===== src/shared/ubdma_pkg.sv =====
// Purpose: constants, carriers and states of the bulk endpoint dma port
// Assumes: one 10 MHz clock; register offsets below are local choices
// Notes:   all widths in bits, all times in ns except REQ_EN_RAW and REQ_ENABLE_CYCLES in clock cycles
package ubdma_pkg;

  // ----------------------------------------------------------------------
  // register offsets
  // ----------------------------------------------------------------------
  localparam logic [7:0] ADDR_POLARITY = 8'h30;
  localparam logic [7:0] ADDR_CONTROL  = 8'h31;
  localparam logic [7:0] ADDR_INTERVAL = 8'h32;
  localparam logic [7:0] ADDR_STATUS   = 8'h33;
  localparam logic [7:0] ADDR_FIFO     = 8'h34;

  // ----------------------------------------------------------------------
  // field positions and reset values
  // ----------------------------------------------------------------------
  localparam int POL_DMA_REQUEST_OUT_BIT = 1;
  localparam int POL_DMA_ACKNOWLEDGE_IN_BIT = 2;
  localparam int CTL_ENABLE   = 0;
  localparam int CTL_DUAL     = 1;
  localparam int CTL_COUNT    = 2;
  localparam int CTL_WIDE     = 3;
  localparam int CTL_DEMAND   = 4;
  localparam int CTL_PAUSE    = 7;
  localparam logic [7:0] POLARITY_RST = 8'h00;
  localparam logic [7:0] CONTROL_RST  = 8'h00;
  localparam logic [7:0] INTERVAL_RST = 8'h00;
  localparam logic [6:0] MAX_PACKET   = 7'h40;

  // ----------------------------------------------------------------------
  // timing
  // ----------------------------------------------------------------------
  localparam int CLK_PERIOD_NS = 100;
  localparam int BIT_TIME_NS   = 84;
  localparam int REQ_ENABLE_NS = 100;
  localparam int REQ_EN_RAW    =
    (REQ_ENABLE_NS + CLK_PERIOD_NS - 1) / CLK_PERIOD_NS;
  localparam logic [15:0] REQ_ENABLE_CYCLES =
    16'((REQ_EN_RAW < 1) ? 1 : REQ_EN_RAW);

  // ----------------------------------------------------------------------
  // carriers and states
  // ----------------------------------------------------------------------
  typedef struct packed {
    logic       dir_in;     // 1: device to host
    logic       tx_space;   // transmit fifo can accept data
    logic       tx_acked;   // pulse: packet sent and acknowledged
    logic       tx_mcu_set; // pulse: processor marks short packet ready
    logic       rx_good;    // pulse: good packet received and acked
    logic [6:0] rx_count;   // byte count of that packet
    logic [7:0] rx_head_lo; // show-ahead fifo byte 0
    logic [7:0] rx_head_hi; // show-ahead fifo byte 1
  } ubdma_ep_in_t;

  typedef struct packed {
    logic        tx_ready;
    logic        rx_ready;
    logic        tx_push;
    logic        tx_two;
    logic [15:0] tx_data;
    logic        rx_pop;
    logic        rx_two;
    logic        rx_drained;
  } ubdma_ep_out_t;

  typedef enum logic [1:0] {
    BUS_IDLE  = 2'b00,
    BUS_READ  = 2'b01,
    BUS_WRITE = 2'b10
  } ubdma_bus_t;

endpackage : ubdma_pkg


===== src/design/ubdma_port.sv =====
// Purpose: parallel bus attachment and dma request logic, bulk endpoint
// Assumes: endpoint fifo and flags of the unit sit on the same clock
// Notes:   pins pass two flip-flops before any logic reads them
// Operation
// - format select low: address from dedicated pins, data on low lines.
// - format select high: address and data share low lines.
// - multiplexed: latch address and chip select on falling latch strobe.
// - separate bus: latch strobe is ignored.
// - dma service only for bulk endpoint one.
// - request polarity bit 1: 0 active low, 1 active high.
// - acknowledge polarity bit 2: 0 active high, 1 active low.
// - transmit: request while fifo accepts; drop when packet ready set.
// - after host acks, clear transmit ready and request again.
// - good packet received: set receive ready and request.
// - all read out: clear receive ready, drop request.
// - enable bit 0 low keeps request inactive.
// - control bit 1: 0 acknowledge selects fifo, 1 ignore acknowledge.
// - control bit 4 picks single or demand transfer.
// - single mode drops request after each transfer.
// - demand mode holds request until packet data moved.
// - control bit 2 inserts byte count first, upper byte zero.
// - control bit 3 picks 8 or 16 bit, little endian lanes.
// - odd count in 16 bit: last upper byte zero.
// - single mode gap is enable time plus n times 84 ns.
// - max size packet written by dma sets transmit ready.
`timescale 1ns/10ps
`default_nettype none
module ubdma_port
  import ubdma_pkg::*;
#(
  parameter logic [6:0] MAX_PKT = MAX_PACKET
) (
  input  wire logic          clk,
  input  wire logic          sys_rst,
  input  wire logic          sw_reset,
  input  wire logic          bus_format_select,
  input  wire logic [7:0]    dedicated_address_pins,
  input  wire logic [7:0]    shared_low_byte_lines_in,
  output var  logic [7:0]    shared_low_byte_lines_out,
  output var  logic          shared_low_byte_lines_oe_n,
  input  wire logic [7:0]    upper_data_lines_in,
  output var  logic [7:0]    upper_data_lines_out,
  output var  logic          upper_data_lines_oe_n,
  input  wire logic          chip_select_n,
  input  wire logic          read_n,
  input  wire logic          write_n,
  input  wire logic          address_latch,
  input  wire logic          dma_acknowledge_in,
  output var  logic          dma_request_out,
  input  wire ubdma_ep_in_t  ep_in,
  output var  ubdma_ep_out_t ep_out
);

  // ----------------------------------------------------------------------
  // pin synchronisers
  // ----------------------------------------------------------------------
  localparam int SW = 30;
  logic [SW-1:0] sync1;
  logic [SW-1:0] sync2;
  logic          s_cs_n, s_rd_n, s_wr_n, s_ale, s_dma_acknowledge_in, s_fmt;
  logic [7:0]    s_addr, s_lo, s_hi;

  // strobes idle high under reset so no phantom cycle starts
  always_ff @(posedge clk or posedge sys_rst) begin
    if (sys_rst) begin
      sync1 <= '1;
      sync2 <= '1;
    end else begin
      sync1 <= {chip_select_n, read_n, write_n, address_latch,
                dma_acknowledge_in, bus_format_select,
                dedicated_address_pins, shared_low_byte_lines_in,
                upper_data_lines_in};
      sync2 <= sync1;
    end
  end

  assign {s_cs_n, s_rd_n, s_wr_n, s_ale, s_dma_acknowledge_in, s_fmt,
          s_addr, s_lo, s_hi} = sync2;

  // ----------------------------------------------------------------------
  // helpers
  // ----------------------------------------------------------------------
  // gap after a single transfer, least time so rounded up
  function automatic logic [8:0] gap_cycles(input logic [7:0] n);
    logic [15:0] ns;
    ns = {8'h00, n} * 16'(BIT_TIME_NS);
    return 9'(REQ_ENABLE_CYCLES +
              (ns + 16'(CLK_PERIOD_NS - 1)) / 16'(CLK_PERIOD_NS));
  endfunction : gap_cycles

  function automatic logic reg_hit(input logic [7:0] a);
    return (a == ADDR_POLARITY) || (a == ADDR_CONTROL) ||
           (a == ADDR_INTERVAL) || (a == ADDR_STATUS);
  endfunction : reg_hit

  // ----------------------------------------------------------------------
  // state
  // ----------------------------------------------------------------------
  logic        ale_q, next_ale_q;
  logic [7:0]  lat_addr, next_lat_addr;
  logic        lat_cs_n, next_lat_cs_n;
  ubdma_bus_t  bus_st, next_bus_st;
  logic        cyc_dma, next_cyc_dma;
  logic [7:0]  cyc_addr, next_cyc_addr;
  logic [7:0]  pol, next_pol;
  logic [7:0]  ctl, next_ctl;
  logic [7:0]  intv, next_intv;
  logic [15:0] rdata, next_rdata;
  logic        lo_oe_n, next_lo_oe_n;
  logic        hi_oe_n, next_hi_oe_n;
  logic        rx_ready, next_rx_ready;
  logic        tx_ready, next_tx_ready;
  logic        ins_pend, next_ins_pend;
  logic [6:0]  rx_left, next_rx_left;
  logic [6:0]  cnt_lat, next_cnt_lat;
  logic [6:0]  tx_written, next_tx_written;
  logic [8:0]  gap, next_gap;
  logic        dma_request_out_pin, next_dma_request_out_pin;
  ubdma_ep_out_t eo, next_eo;

  // ----------------------------------------------------------------------
  // decode of the current bus cycle
  // ----------------------------------------------------------------------
  logic [7:0] eff_addr;
  logic       eff_cs_n, dma_acknowledge_in_act, dma_sel, reg_sel, wide, two;
  logic       rd_done, wr_done, req_cond, req;
  logic [7:0] tx_sum;

  always_comb begin
    eff_addr = s_fmt ? lat_addr : s_addr;
    eff_cs_n = s_fmt ? lat_cs_n : s_cs_n;
    dma_acknowledge_in_act = s_dma_acknowledge_in ^ pol[POL_DMA_ACKNOWLEDGE_IN_BIT];
    wide     = ctl[CTL_WIDE];
    // dual mode reaches the fifo by address, single mode by acknowledge
    dma_sel  = ctl[CTL_DUAL] ? (!eff_cs_n && eff_addr == ADDR_FIFO)
                             : dma_acknowledge_in_act;
    reg_sel  = !eff_cs_n && !dma_sel;
    two      = wide && (rx_left > 7'h01);
    rd_done  = bus_st == BUS_READ && s_rd_n && cyc_dma;
    wr_done  = bus_st == BUS_WRITE && s_wr_n && cyc_dma;
    tx_sum   = {1'b0, tx_written} + (wide ? 8'h02 : 8'h01);
    // only endpoint one feeds this port, no other endpoint can ask
    req_cond = ctl[CTL_ENABLE] && !ctl[CTL_PAUSE] &&
               (ep_in.dir_in ? (!tx_ready && ep_in.tx_space)
                             : (rx_ready && (ins_pend || rx_left != 7'h00)));
    // demand mode ignores the gap and holds the request
    req      = req_cond && (ctl[CTL_DEMAND] || gap == 9'h000);
  end

  // ----------------------------------------------------------------------
  // next state
  // ----------------------------------------------------------------------
  always_comb begin
    next_ale_q      = s_ale;
    next_lat_addr   = lat_addr;
    next_lat_cs_n   = lat_cs_n;
    next_bus_st     = bus_st;
    next_cyc_dma    = cyc_dma;
    next_cyc_addr   = cyc_addr;
    next_pol        = pol;
    next_ctl        = ctl;
    next_intv       = intv;
    next_rdata      = rdata;
    next_lo_oe_n    = lo_oe_n;
    next_hi_oe_n    = hi_oe_n;
    next_rx_ready   = rx_ready;
    next_tx_ready   = tx_ready;
    next_ins_pend   = ins_pend;
    next_rx_left    = rx_left;
    next_cnt_lat    = cnt_lat;
    next_tx_written = tx_written;
    next_gap        = (gap != 9'h000) ? gap - 9'h001 : gap;
    next_eo         = eo;
    next_eo.tx_push    = 1'b0;
    next_eo.rx_pop     = 1'b0;
    next_eo.rx_drained = 1'b0;

    // address phase on the trailing edge of the latch strobe
    if (s_fmt && ale_q && !s_ale) begin
      next_lat_addr = s_lo;
      next_lat_cs_n = s_cs_n;
    end

    // bus cycle tracking
    unique case (bus_st)
      BUS_IDLE: begin
        if (!s_rd_n && (dma_sel || reg_sel)) begin
          next_bus_st   = BUS_READ;
          next_cyc_dma  = dma_sel;
          next_cyc_addr = eff_addr;
          next_lo_oe_n  = 1'b0;
          next_hi_oe_n  = !(dma_sel && wide);
          if (dma_sel) begin
            if (ins_pend)
              next_rdata = {8'h00, 1'b0, cnt_lat};
            else
              next_rdata = {two ? ep_in.rx_head_hi : 8'h00,
                            ep_in.rx_head_lo};
          end else begin
            unique case (eff_addr)
              ADDR_POLARITY: next_rdata = {8'h00, pol};
              ADDR_CONTROL:  next_rdata = {8'h00, ctl};
              ADDR_INTERVAL: next_rdata = {8'h00, intv};
              ADDR_STATUS:   next_rdata = {8'h00, 4'h0, ctl[CTL_PAUSE],
                                           dma_request_out_pin ~^ pol[POL_DMA_REQUEST_OUT_BIT],
                                           tx_ready, rx_ready};
              default:       next_rdata = 16'h0000;
            endcase
          end
        end else if (!s_wr_n && (dma_sel || reg_sel)) begin
          next_bus_st   = BUS_WRITE;
          next_cyc_dma  = dma_sel;
          next_cyc_addr = eff_addr;
        end
      end
      BUS_READ: begin
        if (s_rd_n) begin
          next_bus_st  = BUS_IDLE;
          next_lo_oe_n = 1'b1;
          next_hi_oe_n = 1'b1;
        end
      end
      BUS_WRITE: begin
        if (s_wr_n) begin
          next_bus_st = BUS_IDLE;
          if (!cyc_dma && reg_hit(cyc_addr)) begin
            unique case (cyc_addr)
              ADDR_POLARITY: next_pol  = s_lo;
              ADDR_CONTROL:  next_ctl  = s_lo;
              ADDR_INTERVAL: next_intv = s_lo;
              default:       next_pol  = pol;
            endcase
          end
        end
      end
      default: next_bus_st = BUS_IDLE;
    endcase

    // receive side: consume count word or data at the end of each dma read
    if (rd_done) begin
      if (ins_pend) begin
        next_ins_pend = 1'b0;
      end else begin
        next_eo.rx_pop = 1'b1;
        next_eo.rx_two = two;
        next_rx_left   = rx_left - (two ? 7'h02 : 7'h01);
      end
    end
    if (rx_ready && !ins_pend && rx_left == 7'h00) begin
      next_rx_ready      = 1'b0;
      next_eo.rx_drained = 1'b1;
    end
    // a new packet outranks the drain of the old one
    if (ep_in.rx_good) begin
      next_rx_ready = 1'b1;
      next_rx_left  = ep_in.rx_count;
      next_cnt_lat  = ep_in.rx_count;
      next_ins_pend = ctl[CTL_COUNT];
    end

    // transmit side
    if (wr_done) begin
      next_eo.tx_push = 1'b1;
      next_eo.tx_two  = wide;
      next_eo.tx_data = {wide ? s_hi : 8'h00, s_lo};
      next_tx_written = tx_sum[6:0];
    end
    if (ep_in.tx_acked)
      next_tx_ready = 1'b0;
    if (wr_done && tx_sum >= {1'b0, MAX_PKT}) begin
      next_tx_ready   = 1'b1;
      next_tx_written = 7'h00;
    end
    if (ep_in.tx_mcu_set) begin
      next_tx_ready   = 1'b1;
      next_tx_written = 7'h00;
    end

    // single mode: each finished transfer opens a quiet gap
    if ((rd_done || wr_done) && !ctl[CTL_DEMAND])
      next_gap = gap_cycles(intv);

    next_dma_request_out_pin = req ~^ pol[POL_DMA_REQUEST_OUT_BIT];
    next_eo.tx_ready = next_tx_ready;
    next_eo.rx_ready = next_rx_ready;

    // software reset returns registers, flags and bus state to power-up values; address latch keeps its value
    if (sw_reset) begin
      next_pol        = POLARITY_RST;
      next_ctl        = CONTROL_RST;
      next_intv       = INTERVAL_RST;
      next_bus_st     = BUS_IDLE;
      next_lo_oe_n    = 1'b1;
      next_hi_oe_n    = 1'b1;
      next_rdata      = 16'h0000;
      next_rx_ready   = 1'b0;
      next_tx_ready   = 1'b0;
      next_ins_pend   = 1'b0;
      next_rx_left    = 7'h00;
      next_tx_written = 7'h00;
      next_gap        = 9'h000;
      next_dma_request_out_pin   = 1'b1;
      next_eo         = '0;
    end
  end

  // ----------------------------------------------------------------------
  // registers
  // ----------------------------------------------------------------------
  always_ff @(posedge clk or posedge sys_rst) begin
    if (sys_rst) begin
      ale_q      <= 1'b0;
      lat_addr   <= 8'h00;
      lat_cs_n   <= 1'b1;
      bus_st     <= BUS_IDLE;
      cyc_dma    <= 1'b0;
      cyc_addr   <= 8'h00;
      pol        <= POLARITY_RST;
      ctl        <= CONTROL_RST;
      intv       <= INTERVAL_RST;
      rdata      <= 16'h0000;
      lo_oe_n    <= 1'b1;
      hi_oe_n    <= 1'b1;
      rx_ready   <= 1'b0;
      tx_ready   <= 1'b0;
      ins_pend   <= 1'b0;
      rx_left    <= 7'h00;
      cnt_lat    <= 7'h00;
      tx_written <= 7'h00;
      gap        <= 9'h000;
      dma_request_out_pin   <= 1'b1;
      eo         <= '0;
    end else begin
      ale_q      <= next_ale_q;
      lat_addr   <= next_lat_addr;
      lat_cs_n   <= next_lat_cs_n;
      bus_st     <= next_bus_st;
      cyc_dma    <= next_cyc_dma;
      cyc_addr   <= next_cyc_addr;
      pol        <= next_pol;
      ctl        <= next_ctl;
      intv       <= next_intv;
      rdata      <= next_rdata;
      lo_oe_n    <= next_lo_oe_n;
      hi_oe_n    <= next_hi_oe_n;
      rx_ready   <= next_rx_ready;
      tx_ready   <= next_tx_ready;
      ins_pend   <= next_ins_pend;
      rx_left    <= next_rx_left;
      cnt_lat    <= next_cnt_lat;
      tx_written <= next_tx_written;
      gap        <= next_gap;
      dma_request_out_pin   <= next_dma_request_out_pin;
      eo         <= next_eo;
    end
  end

  // ----------------------------------------------------------------------
  // outputs
  // ----------------------------------------------------------------------
  assign shared_low_byte_lines_out  = rdata[7:0];
  assign upper_data_lines_out       = rdata[15:8];
  assign shared_low_byte_lines_oe_n = lo_oe_n;
  assign upper_data_lines_oe_n      = hi_oe_n;
  assign dma_request_out            = dma_request_out_pin;
  assign ep_out                     = eo;

endmodule : ubdma_port
`default_nettype wire


===== config.mk =====
export PLATFORM = sky130hd
export DESIGN_NAME = ubdma_port
export DESIGN_NICKNAME = d
export VERILOG_FILES = /design/src/shared/ubdma_pkg.sv /design/src/design/ubdma_port.sv
export SDC_FILE = /design/constraint.sdc
export NUM_CORES = 1
export LEC_CHECK = 0
export BUFFER_PORTS_ARGS = -buffer_cell sky130_fd_sc_hd__buf_2
export CORE_MARGIN = 2
export CORE_UTILIZATION = 27
export CTS_CLUSTER_SIZE = 12
export DETAILED_ROUTE_END_ITERATION = 10
export GPL_TIMING_DRIVEN = 0
export SETUP_SLACK_MARGIN = 0.4
export SLEW_MARGIN = 20
export SYNTH_ARGS = -nofsm -noshare
export SYNTH_HDL_FRONTEND = slang
export SYNTH_SLANG_ARGS = --single-unit

===== constraint.sdc =====
create_clock -name clk -period 11.55 [get_ports clk]
set_input_delay 2.31 -clock clk [delete_from_list [all_inputs] [get_ports clk]]
set_output_delay 2.31 -clock clk [all_outputs]
set_load 0.03 [all_outputs]

==> results of run 1 <==
==> sequential cells by signal (all words and copies together) (netlist names), 8 cells and up <==
signal    count
gap           9
pol           8
cyc_addr      8
sync2        30
ctl           8
intv          8
lat_addr      8
sync1        30
ep_out       23
rdata        16
==> final cells by class <==
type / instances / area [um^2]
fill: 3965 / 25600
multi-input combinational: 766 / 5580
sequential: 178 / 4530
tap: 511 / 639
timing repair buffer: 104 / 568
clock buffer: 17 / 425
buffer: 44 / 199
clock inverter: 15 / 166
inverter: 29 / 116
==> per-layer routing <==
layer  GRT usage, %  part of all wire (%)  wire (um)
met1           17.4                    47      12300
met2           21.9                    48      12400
met3           2.02                   3.6        929
met4           3.39                   1.3        346
met5              0                     0          0
==> placed cells by master (no fill, tap or decap), types with 7 or more instances in the layout <==
| cell | instances |
|---|---|
| ha_1 | 35 |
| xnor2_1 | 24 |
| a211o_1 | 7 |
| nand2_1 | 85 |
| nor3_1 | 18 |
| mux2_2 | 19 |
| a211oi_2 | 8 |
| a21o_1 | 20 |
| nand3_1 | 23 |
| buf_2 | 107 |
| dfrtp_1 | 114 |
| a32o_1 | 9 |
| o21ai_1 | 9 |
| a21oi_1 | 73 |
| a31oi_1 | 8 |
| dfstp_2 | 64 |
| a22o_1 | 9 |
| o21ai_0 | 28 |
| clkbuf_16 | 17 |
| nor2_1 | 112 |
| clkbuf_1 | 26 |
| nand2b_1 | 10 |
| mux2i_1 | 51 |
| xor2_1 | 11 |
| and2_1 | 12 |
| o211ai_1 | 8 |
| inv_1 | 27 |
==> how the worst min path moves through the flow <==
stage	startpoint	end	slack (ns)	cells after the start
floorplan	sync1[0]$_DFF_PP1_	sync2[0]$_DFF_PP1_	0.35	0
global placement	sync1[3]$_DFF_PP1_	sync2[3]$_DFF_PP1_	0.35	0
detailed placement	sync1[13]$_DFF_PP1_	sync2[13]$_DFF_PP1_	0.35	0
CTS	sync1[19]$_DFF_PP1_	sync2[19]$_DFF_PP1_	0.36	0
global route	sync1[6]$_DFF_PP1_	sync2[6]$_DFF_PP1_	0.36	0
finish	sync1[6]$_DFF_PP1_	sync2[6]$_DFF_PP1_	0.36	0
==> cell usage after synthesis (9+ instances only) <==
cell type,number
a21o_1,20
a21oi_1,73
a22o_1,9
a32o_1,9
and2_1,12
clkbuf_1,26
dfrtp_1,114
dfstp_2,64
ha_1,35
inv_1,28
mux2_2,19
mux2i_1,51
nand2_1,85
nand2b_1,10
nand3_1,23
nor2_1,112
nor3_1,19
o21ai_0,28
o21ai_1,9
xnor2_1,24
xor2_1,11
==> cell families (layout without fill, tap and decap cells) <==
family / count (synthesis) / in the layout / synth area share, %
AOI/OAI and AO/OA: 272 / 272 / 20.2
xor gates and xnor gates: 38 / 38 / 3.41
adders and majority gates: 41 / 41 / 5.28
buffers and inverters: 73 / 209 / 2.96
DFF: 178 / 178 / 43.5
muxes: 77 / 77 / 8.28
and+or+nand+nor: 338 / 338 / 16.3
==> through the flow <==
stage	instance area, um^2	setup slack, ns	hold WS [ns]	utilization, %
6_report	12200	1.39	0.356	32.3
5_1_grt	12200	0.672	0.360	32.3
4_1_cts	12200	1.51	0.358	32.3
3_5_place_dp	11600	1.60	0.347	30.8
3_3_place_gp	11600	1.55	0.346	30.5
2_1_floorplan	10400	3.14	0.345	-
==> worst reg2reg max path, delay by kind of cell, from the launching register on <==
| kind | cells | cell delay [ns] |
|---|---|---|
| AO/OA/AOI/OAI | 16 | 4.27 |
| AND/OR/NAND/NOR | 7 | 1.86 |
| adder cells (fa/ha/maj) | 5 | 1.74 |
| XOR/XNOR | 2 | 0.73 |
| multiplexers | 2 | 0.65 |
| flip-flops | 1 | 0.50 |
| buffers and inverters | 2 | 0.34 |
==> where the power goes <==
part	leakage [uW]	switching (uW)	total, uW	internal [uW]
Combinational	0.00273	109	188	79.5
Clock	0.000291	276	568	291
Sequential	0.00219	32.5	709	677
==> results.md, run 1 <==
- Critical Path AT: roughly 11 ns
- Crit path capture: gap[6]$_DFFE_PP0P_
- Setup CP Type: reg -> reg
- Main synth FF type: dfrtp_1
- Total wire length: 25900 um
- R2R depth: 34
- Min cycle time layout: roughly 10 ns
- Root buf cell: clkbuf_16
- Vias per std cell: 4.96
- Antenna violations before repair: 0
- Max Slew Vio Count: 0
- Seq/Total Area, Yosys: 43.5%
- Clock transition at path regs: 0.07 ns
- Number of cells on the critical path: 34
- Clk buf depth: 2
- Critical Path Start: intv[1]$_DFFE_PP0P_
- IO Port Bufs: 100
- R2r setup slk: roughly 1.4 ns
- Total power: 1460 uW
- Core ar.: 37800 um^2
- Htree depth: 4
- Top cells by area, synth: dfrtp_1, dfstp_2, mux2i_1
- Final Instance Count excl. Fillers: about 1700
- CP peak stage delay: 0.59 ns
- Max-cap violations: 0
- Syn Area/Cell: 10.2 um^2
- Mapped Cells: 1017
- Share of layout cells above drive strength 1: 25.8%
- Clock Sinks: 178
- Critical path's top delay family: compound AO/OA/AOI/OAI gates
- Final setup viols: 0
- Power per cell area: 120 nW/um^2
- Final ANT Viol Nets: 0
- Row count: 71
- Most used cell along the critical path: ha_1
- Max Clock Freq: ~98 MHz
- CP bufs+invs: 2
- RSZ-0062 raised after global routing: false
- Final clock skew: slightly above 0.009 ns
- Max_slew headroom: 34.2%
- CTS tree: done
- Gr ovfl total: 0
- Leakage: 0.00521 uW
- P&R area growth vs syn: 17.5%
- Startpoint types: register
- Largest net degree at the start of global routing: 91
- Synthesized flop and latch total: about 180
- Wire per inst: 15.6 um
- Die area: 40200 um^2
- Final Net Count: 1241
- Worst VDD drop: 98.5 uV
- Synth warn: 0
- Synthesized netlist net count: 1118
- Die height: approximately 200 um
- Endpoint class of the critical path: register
- CP max-delay cell: xor2_1
- GPL Wtd Cong: 0.858
- DRC: 0
- Num CTS Buffers: 17
- Fin crit share: 88.0%
- CP Data Required Time: 11.89 ns
- Biggest area consumer among synthesized cells: dfrtp_1
- RR Startpoint: intv[1]$_DFFE_PP0P_
- Hold Path Class: reg -> reg
- # diodes: 0
- Yosys cell types: between 100 and 150
- Status: completed
- Initial Util: 27.5%
- Worst r2r dst: gap[6]$_DFFE_PP0P_
- GRT Total Usage: about an eighth
- Ys async rst share: 100%
- Synth top area share: 27.4%
- CTS resizes: 0
- Post-synth EDFFs: 0
- Vias in the first global route: between 8000 and 9000
- Number of I/O pins: 103
- Mapped cell area: about 10000 um^2
- Skew-Pair Late Insertion Delay: 0.43 ns
- Crit path max fanout: 10
- 1st-pass router iterations: 5
- Die W: 200 um
- Final Hold Violating Endpoints: 0
- Hold-fix buffer count after cts: 0
- Routed vias: 8252
- Detailed Route Iter0 Violations: ~500
- Postcts setup bufs: 0
- Placed Instances: 1632
- Final HPWL from detailed placement: 19700 um
- Setup TNS: 0 ns
- First-pass GRT wire length: 43100 um
- Slew @ Worst Pin: 0.980 ns
No activity file was read; power rests on OpenSTA's default activity.
==> inputs of run 2 (changes only) <==
PLACE_DENSITY = 0.42   (was unset)
SLEW_MARGIN = 10   (was 20)
==> results.md, run 2 (same netlist as run 1, synthesis figures left out) <==
- Clk buf depth: 2 (unchanged)
- RR Startpoint: intv[1]$_DFFE_PP0P_
- Min-Delay Endpoint: sync2[25]$_DFF_PP1_
- Number of I/O pins: 103 (unchanged)
- Max Slew Vio Count: 0 (unchanged)
- Die area: 40200 um^2 (unchanged)
- RSZ-0062 raised after global routing: false
- Routed vias: 8111 (-1.7%)
- Crit path max fanout: 10 (unchanged)
- GRT Total Usage: 14.2% (+1.2 points)
- R2r setup slk: 1.40 ns (about the same)
- Max Clock Freq: 98.5 MHz (+0.13%)
- CTS tree: done
- Min cycle time layout: 10.15 ns (-0.0133 ns)
- Largest net degree at the start of global routing: 94 (+3.3%)
- Share of layout cells above drive strength 1: 25.7% (-0.064 points)
- Startpoint types: register
- Most common cell after layout, fill and taps aside: dfrtp_1
- Vias in the first global route: 8361 (+0.97%)
- Final ANT Viol Nets: 0 (unchanged)
- Final Hold Violating Endpoints: 0 (unchanged)
- Critical path's top delay family: compound AO/OA/AOI/OAI gates
- Skew-Pair Late Insertion Delay: 0.44 ns (about the same)
- Slew @ Worst Pin: 0.938 ns (-0.0415 ns)
- DP Area: 11600 um^2 (-0.22%)
- CP max-delay cell: xor2_1
- Setup TNS: 0 ns (unchanged)
- Hold-fix buffer count after cts: 0 (unchanged)
- Final clock skew: 0.0148 ns (+0.00556 ns)
- Multi-input gate area: 5580 um^2 (unchanged)
- Max-cap violations: 0 (unchanged)
- Detailed Route Iter0 Violations: 328 (-33%)
- Leakage: 0.00522 uW (+0.18%)
- Clock Sinks: 178 (unchanged)
- Row count: 71 (unchanged)
- Num CTS Buffers: 17 (unchanged)
- Setup CP Type: reg -> reg
- Fin crit share: 87.9% (-0.12 points)
- Gr ovfl total: 0 (unchanged)
- Sequential cell area: 4530 um^2 (unchanged)
- 1st-pass router iterations: 6 (+1)
- Antenna violations before repair: 0 (unchanged)
- Status: completed
- Die height: 200 um (unchanged)
- Postcts setup bufs: 0 (unchanged)
- Final HPWL from detailed placement: 20900 um (+6.1%)
- Wire per inst: 16.8 um (+7.6%)
- Initial Util: 27.5% (unchanged)
- R2R depth: 34 (unchanged)
- Die W: 200 um (unchanged)
- P&R area growth vs syn: 17.8%
- Hold Startpoint: sync1[25]$_DFF_PP1_
- First-pass GRT wire length: 46200 um (+7.1%)
- Root buf cell: clkbuf_16
- # diodes: 0 (unchanged)
- CP bufs+invs: 2 (unchanged)
- Worst r2r dst: gap[6]$_DFFE_PP0P_
- Power per cell area: 125 nW/um^2 (+4.1%)
- Hold Path Class: reg -> reg
- Max_slew headroom: 37.0% (+2.8 points)
- GPL Wtd Cong: 0.782 (-8.9%)
- Critical Path AT: 10.49 ns (about the same)
- IO Port Bufs: 100 (unchanged)
- Most used cell along the critical path: ha_1
- Final Net Count: 1240 (-0.081%)
- CP peak stage delay: 0.66 ns (+0.07 ns)
- Worst VDD drop: 78.8 uV (-20%)
- Fill cells: 4021 (+1.4%)
- Htree depth: 4 (unchanged)
- Vias per std cell: 4.88 (-1.6%)
- Final setup viols: 0 (unchanged)
- DRC: 0 (unchanged)
- Most frequent cells in the layout: dfrtp_1, nor2_1, buf_2
- CP Data Required Time: 11.89 ns (about the same)
- Core ar.: 37800 um^2 (unchanged)
- Endpoint class of the critical path: register
- Total wire length: 27900 um (+7.5%)
- Design area: 12300 um^2 (+0.26%)
- Clock transition at path regs: 0.09 ns (+0.02 ns)
- WHS Path Cells: 0 (unchanged)
- CTS resizes: 0 (unchanged)
## run 2: cell count changes in the layout (fill, tap and decap cells not counted), sizes merged
cell / before / now
clkinv: 6 / 2
inv: 38 / 42
buf: 122 / 121
## run 2: worst max path at each step
| stage | start | end | slack [ns] | depth (start not counted) |
|---|---|---|---|---|
| final | intv[1]$_DFFE_PP0P_ | gap[6]$_DFFE_PP0P_ | 1.40 | 34 |
| after global routing | intv[1]$_DFFE_PP0P_ | gap[6]$_DFFE_PP0P_ | 0.49 | 34 |
| after CTS | intv[1]$_DFFE_PP0P_ | gap[6]$_DFFE_PP0P_ | 1.31 | 34 |
| after detailed placement | intv[1]$_DFFE_PP0P_ | gap[6]$_DFFE_PP0P_ | 1.34 | 34 |
| after global placement | intv[1]$_DFFE_PP0P_ | gap[8]$_DFFE_PP0P_ | 1.31 | 34 |
| after floorplan | intv[5]$_DFFE_PP0P_ | gap[6]$_DFFE_PP0P_ | 3.14 | 37 |
## run 2: final cells by class
type                            count  share of cell area (%)
Buffer                             44                    1.62
Sequential cell                   178                    37.0
Clock inverter                     15                    1.82
Multi-Input combinational cell    766                    45.5
Tap cell                          511                    5.21
Clock buffer                       17                    3.47
Timing Repair Buffer              103                    4.43
Inverter                           29                   0.949
## run 2: stage by stage
| stage | hold slack [ns] | util, % | total power, uW | setup slack, ns | std cells |
|---|---|---|---|---|---|
| 2_1_floorplan | 0.345 | - | 849 | 3.14 | 1017 |
| 3_3_place_gp | 0.346 | 30.5 | 907 | 1.31 | 1628 |
| 3_5_place_dp | 0.347 | 30.7 | 911 | 1.34 | 1631 |
| 4_1_cts | 0.353 | 32.4 | 1560 | 1.31 | 1663 |
| 5_1_grt | 0.352 | 32.4 | 1610 | 0.489 | 1663 |
| 6_report | 0.352 | 32.4 | 1530 | 1.40 | 1663 |
## run 2: per-layer routing
layer	part of all wire [%]	vias up	global-route usage, %
li1	-	3968	-
met1	48	3978	19.3
met2	48	142	24.0
met3	2.8	23	1.90
met4	1.2	0	3.20
met5	0	-	0
## run 2: report_power, final
part / leakage [uW] / internal [uW] / switching [uW]
combinational: 0.00272 / 78.4 / 109
clock: 0.000313 / 311 / 322
sequential: 0.00219 / 676 / 32.9
total: 0.00522 / 1070 / 464
==> inputs of run 3 (changes only) <==
PLACE_DENSITY = unset   (was 0.42)
==> results.md, run 3 (same netlist as run 1, synthesis figures left out) <==
- Number of I/O pins: 103 (unchanged)
- Vias in the first global route: 8177 (-2.2%)
- Net Sw Frac: 28.6% (-1.8 points)
- Most used cell along the critical path: ha_1
- Final ANT Viol Nets: 0 (unchanged)
- Hold Startpoint: sync1[0]$_DFF_PP1_
- P&R area growth vs syn: 17.2%
- Clock Sinks: 178 (unchanged)
- Core ar.: 37800 um^2 (unchanged)
- Most frequent cells in the layout: dfrtp_1, nor2_1, buf_2
- Core Util, Final: 32.2% (-0.16 points)
- 1st-pass router iterations: 5 (-1)
- Hold Path Class: reg -> reg
- RR Startpoint: intv[1]$_DFFE_PP0P_
- CP max-delay cell: xor2_1
- Initial Util: 27.5% (unchanged)
- Final Hold Violating Endpoints: 0 (unchanged)
- Max_slew headroom: 32.2% (-4.8 points)
- Antenna violations before repair: 0 (unchanged)
- Endpoint class of the critical path: register
- Setup CP Type: reg -> reg
- Final HPWL from detailed placement: 19700 um (-5.9%)
- Placed Instances: 1631 (unchanged)
- Power share of the combinational group: 12.8% (+0.6 points)
- Power per cell area: 120 nW/um^2 (-3.8%)
- Root buf cell: clkbuf_16
- Min cycle time layout: 10.20 ns (+0.0494 ns)
- R2R depth: 34 (unchanged)
- Die W: 200 um (unchanged)
- Share of layout cells above drive strength 1: 25.7% (unchanged)
- Routed vias: 8182 (+0.88%)
- WHS Path Cells: 0 (unchanged)
- Slew @ Worst Pin: 1.01 ns (+0.0716 ns)
- GRT Total Usage: 12.9% (-1.3 points)
- Final clock skew: 0.00887 ns (-0.00590 ns)
- Most common cell after layout, fill and taps aside: dfrtp_1
- CTS resizes: 0 (unchanged)
- Clk buf depth: 2 (unchanged)
- Total wire length: 26000 um (-6.6%)
- IO Port Bufs: 100 (unchanged)
- Switch Pwr: 419 uW (-9.8%)
- Min-Delay Endpoint: sync2[0]$_DFF_PP1_
- Final Instance Count excl. Fillers: 1663 (unchanged)
- Htree depth: 4 (unchanged)
- Startpoint types: register
- GPL Wtd Cong: 0.858 (+9.8%)
- Hold-fix buffer count after cts: 0 (unchanged)
- Num CTS Buffers: 17 (unchanged)
- First-pass GRT wire length: 43000 um (-6.9%)
- Clock power share: 38.7% (-2.7 points)
- Worst r2r dst: gap[6]$_DFFE_PP0P_
- Skew-Pair Late Insertion Delay: 0.43 ns (about the same)
- Vias per std cell: 4.92 (+0.88%)
- Die area: 40200 um^2 (unchanged)
- RSZ-0062 raised after global routing: false
- Gr ovfl total: 0 (unchanged)
- Final setup viols: 0 (unchanged)
- Reg power frac: 48.4% (+2.0 points)
- Crit path max fanout: 10 (unchanged)
- Postcts setup bufs: 0 (unchanged)
- Fin crit share: 88.3% (+0.43 points)
- R2r setup slk: 1.35 ns (-0.05 ns)
- CTS tree: done
- Detailed Route Iter0 Violations: 515 (+57%)
- Die height: 200 um (unchanged)
- Setup TNS: 0 ns (unchanged)
- Worst VDD drop: 103 uV (+31%)
- Clock transition at path regs: 0.07 ns (-0.02 ns)
- Max-cap violations: 0 (unchanged)
- Max Clock Freq: 98.1 MHz (-0.48%)
- Critical Path AT: 10.53 ns (+0.04 ns)
- Internal Pwr Total: 1050 uW (-1.8%)
- Status: completed
- Wire per inst: 15.7 um (-6.6%)
- CP peak stage delay: 0.62 ns (-0.04 ns)
- Leakage: 0.00519 uW (-0.44%)
- CP Data Required Time: 11.89 ns (about the same)
- Max Slew Vio Count: 0 (unchanged)
- Row count: 71 (unchanged)
- # diodes: 0 (unchanged)
- Largest net degree at the start of global routing: 96 (+2.1%)
- Final Net Count: 1240 (unchanged)
- DRC: 0 (unchanged)
==> run 3: cell types whose count changed in the layout (fill, tap and decap cells not counted), sizes merged <==
cell	delta
clkinv	+3
inv	-3
==> run 3: cell type report <==
class                           instances  area, um^2
Tap cell                              511         639
Sequential cell                       178        4530
Multi-Input combinational cell        766        5580
Clock buffer                           17         425
Buffer                                 44         199
Inverter                               29         116
Timing Repair Buffer                  103         543
Fill cell                            3962       25600
Clock inverter                         15         161
==> run 3: power groups by stage <==
| stage | clock network [uW] | registers [uW] | logic [uW] |
|---|---|---|---|
| 6_report | 567 | 709 | 188 |
| 5_1_grt | 606 | 715 | 214 |
| 4_1_cts | 580 | 709 | 189 |
| 3_5_place_dp | 0 | 720 | 188 |
| 3_3_place_gp | 0 | 718 | 184 |
| 2_1_floorplan | 0 | 715 | 134 |
==> run 3: stage by stage <==
stage | hold slack [ns] | total power [uW] | area (um^2) | setup WS, ns
2_1_floorplan | 0.345 | 849 | 10400 | 3.14
3_3_place_gp | 0.346 | 902 | 11600 | 1.55
3_5_place_dp | 0.347 | 908 | 11600 | 1.55
4_1_cts | 0.356 | 1480 | 12200 | 1.45
5_1_grt | 0.357 | 1530 | 12200 | 0.727
6_report | 0.353 | 1460 | 12200 | 1.35
==> run 3: worst max-delay path by stage <==
| stage | start | to | slack (ns) |
|---|---|---|---|
| 3_5_place_dp | intv[1]$_DFFE_PP0P_ | gap[8]$_DFFE_PP0P_ | 1.55 |
| 5_1_grt | intv[1]$_DFFE_PP0P_ | gap[8]$_DFFE_PP0P_ | 0.73 |
| 6_report | intv[1]$_DFFE_PP0P_ | gap[6]$_DFFE_PP0P_ | 1.35 |
| 3_3_place_gp | intv[1]$_DFFE_PP0P_ | gap[6]$_DFFE_PP0P_ | 1.55 |
| 4_1_cts | intv[1]$_DFFE_PP0P_ | gap[6]$_DFFE_PP0P_ | 1.45 |
| 2_1_floorplan | intv[5]$_DFFE_PP0P_ | gap[6]$_DFFE_PP0P_ | 3.14 |
==> run 3: layer usage <==
metal  vias up  GRT usage, %  share of wire [%]
li1       3978             -                  -
met1      3999          17.4                 47
met2       180          21.5                 47
met3        25          2.23                4.0
met4         0          3.36                1.5
met5         -             0                  0
==> run 3: critical path, delay by kind of cell, from the launching register on <==
family                   cells  cell delay, ns
AO/OA/AOI/OAI               16            4.25
AND/OR/NAND/NOR              7            1.87
adder cells (fa/ha/maj)      5            1.75
XOR/XNOR                     2            0.75
multiplexers                 2            0.63
flip-flops                   1            0.50
buffers and inverters        2            0.34
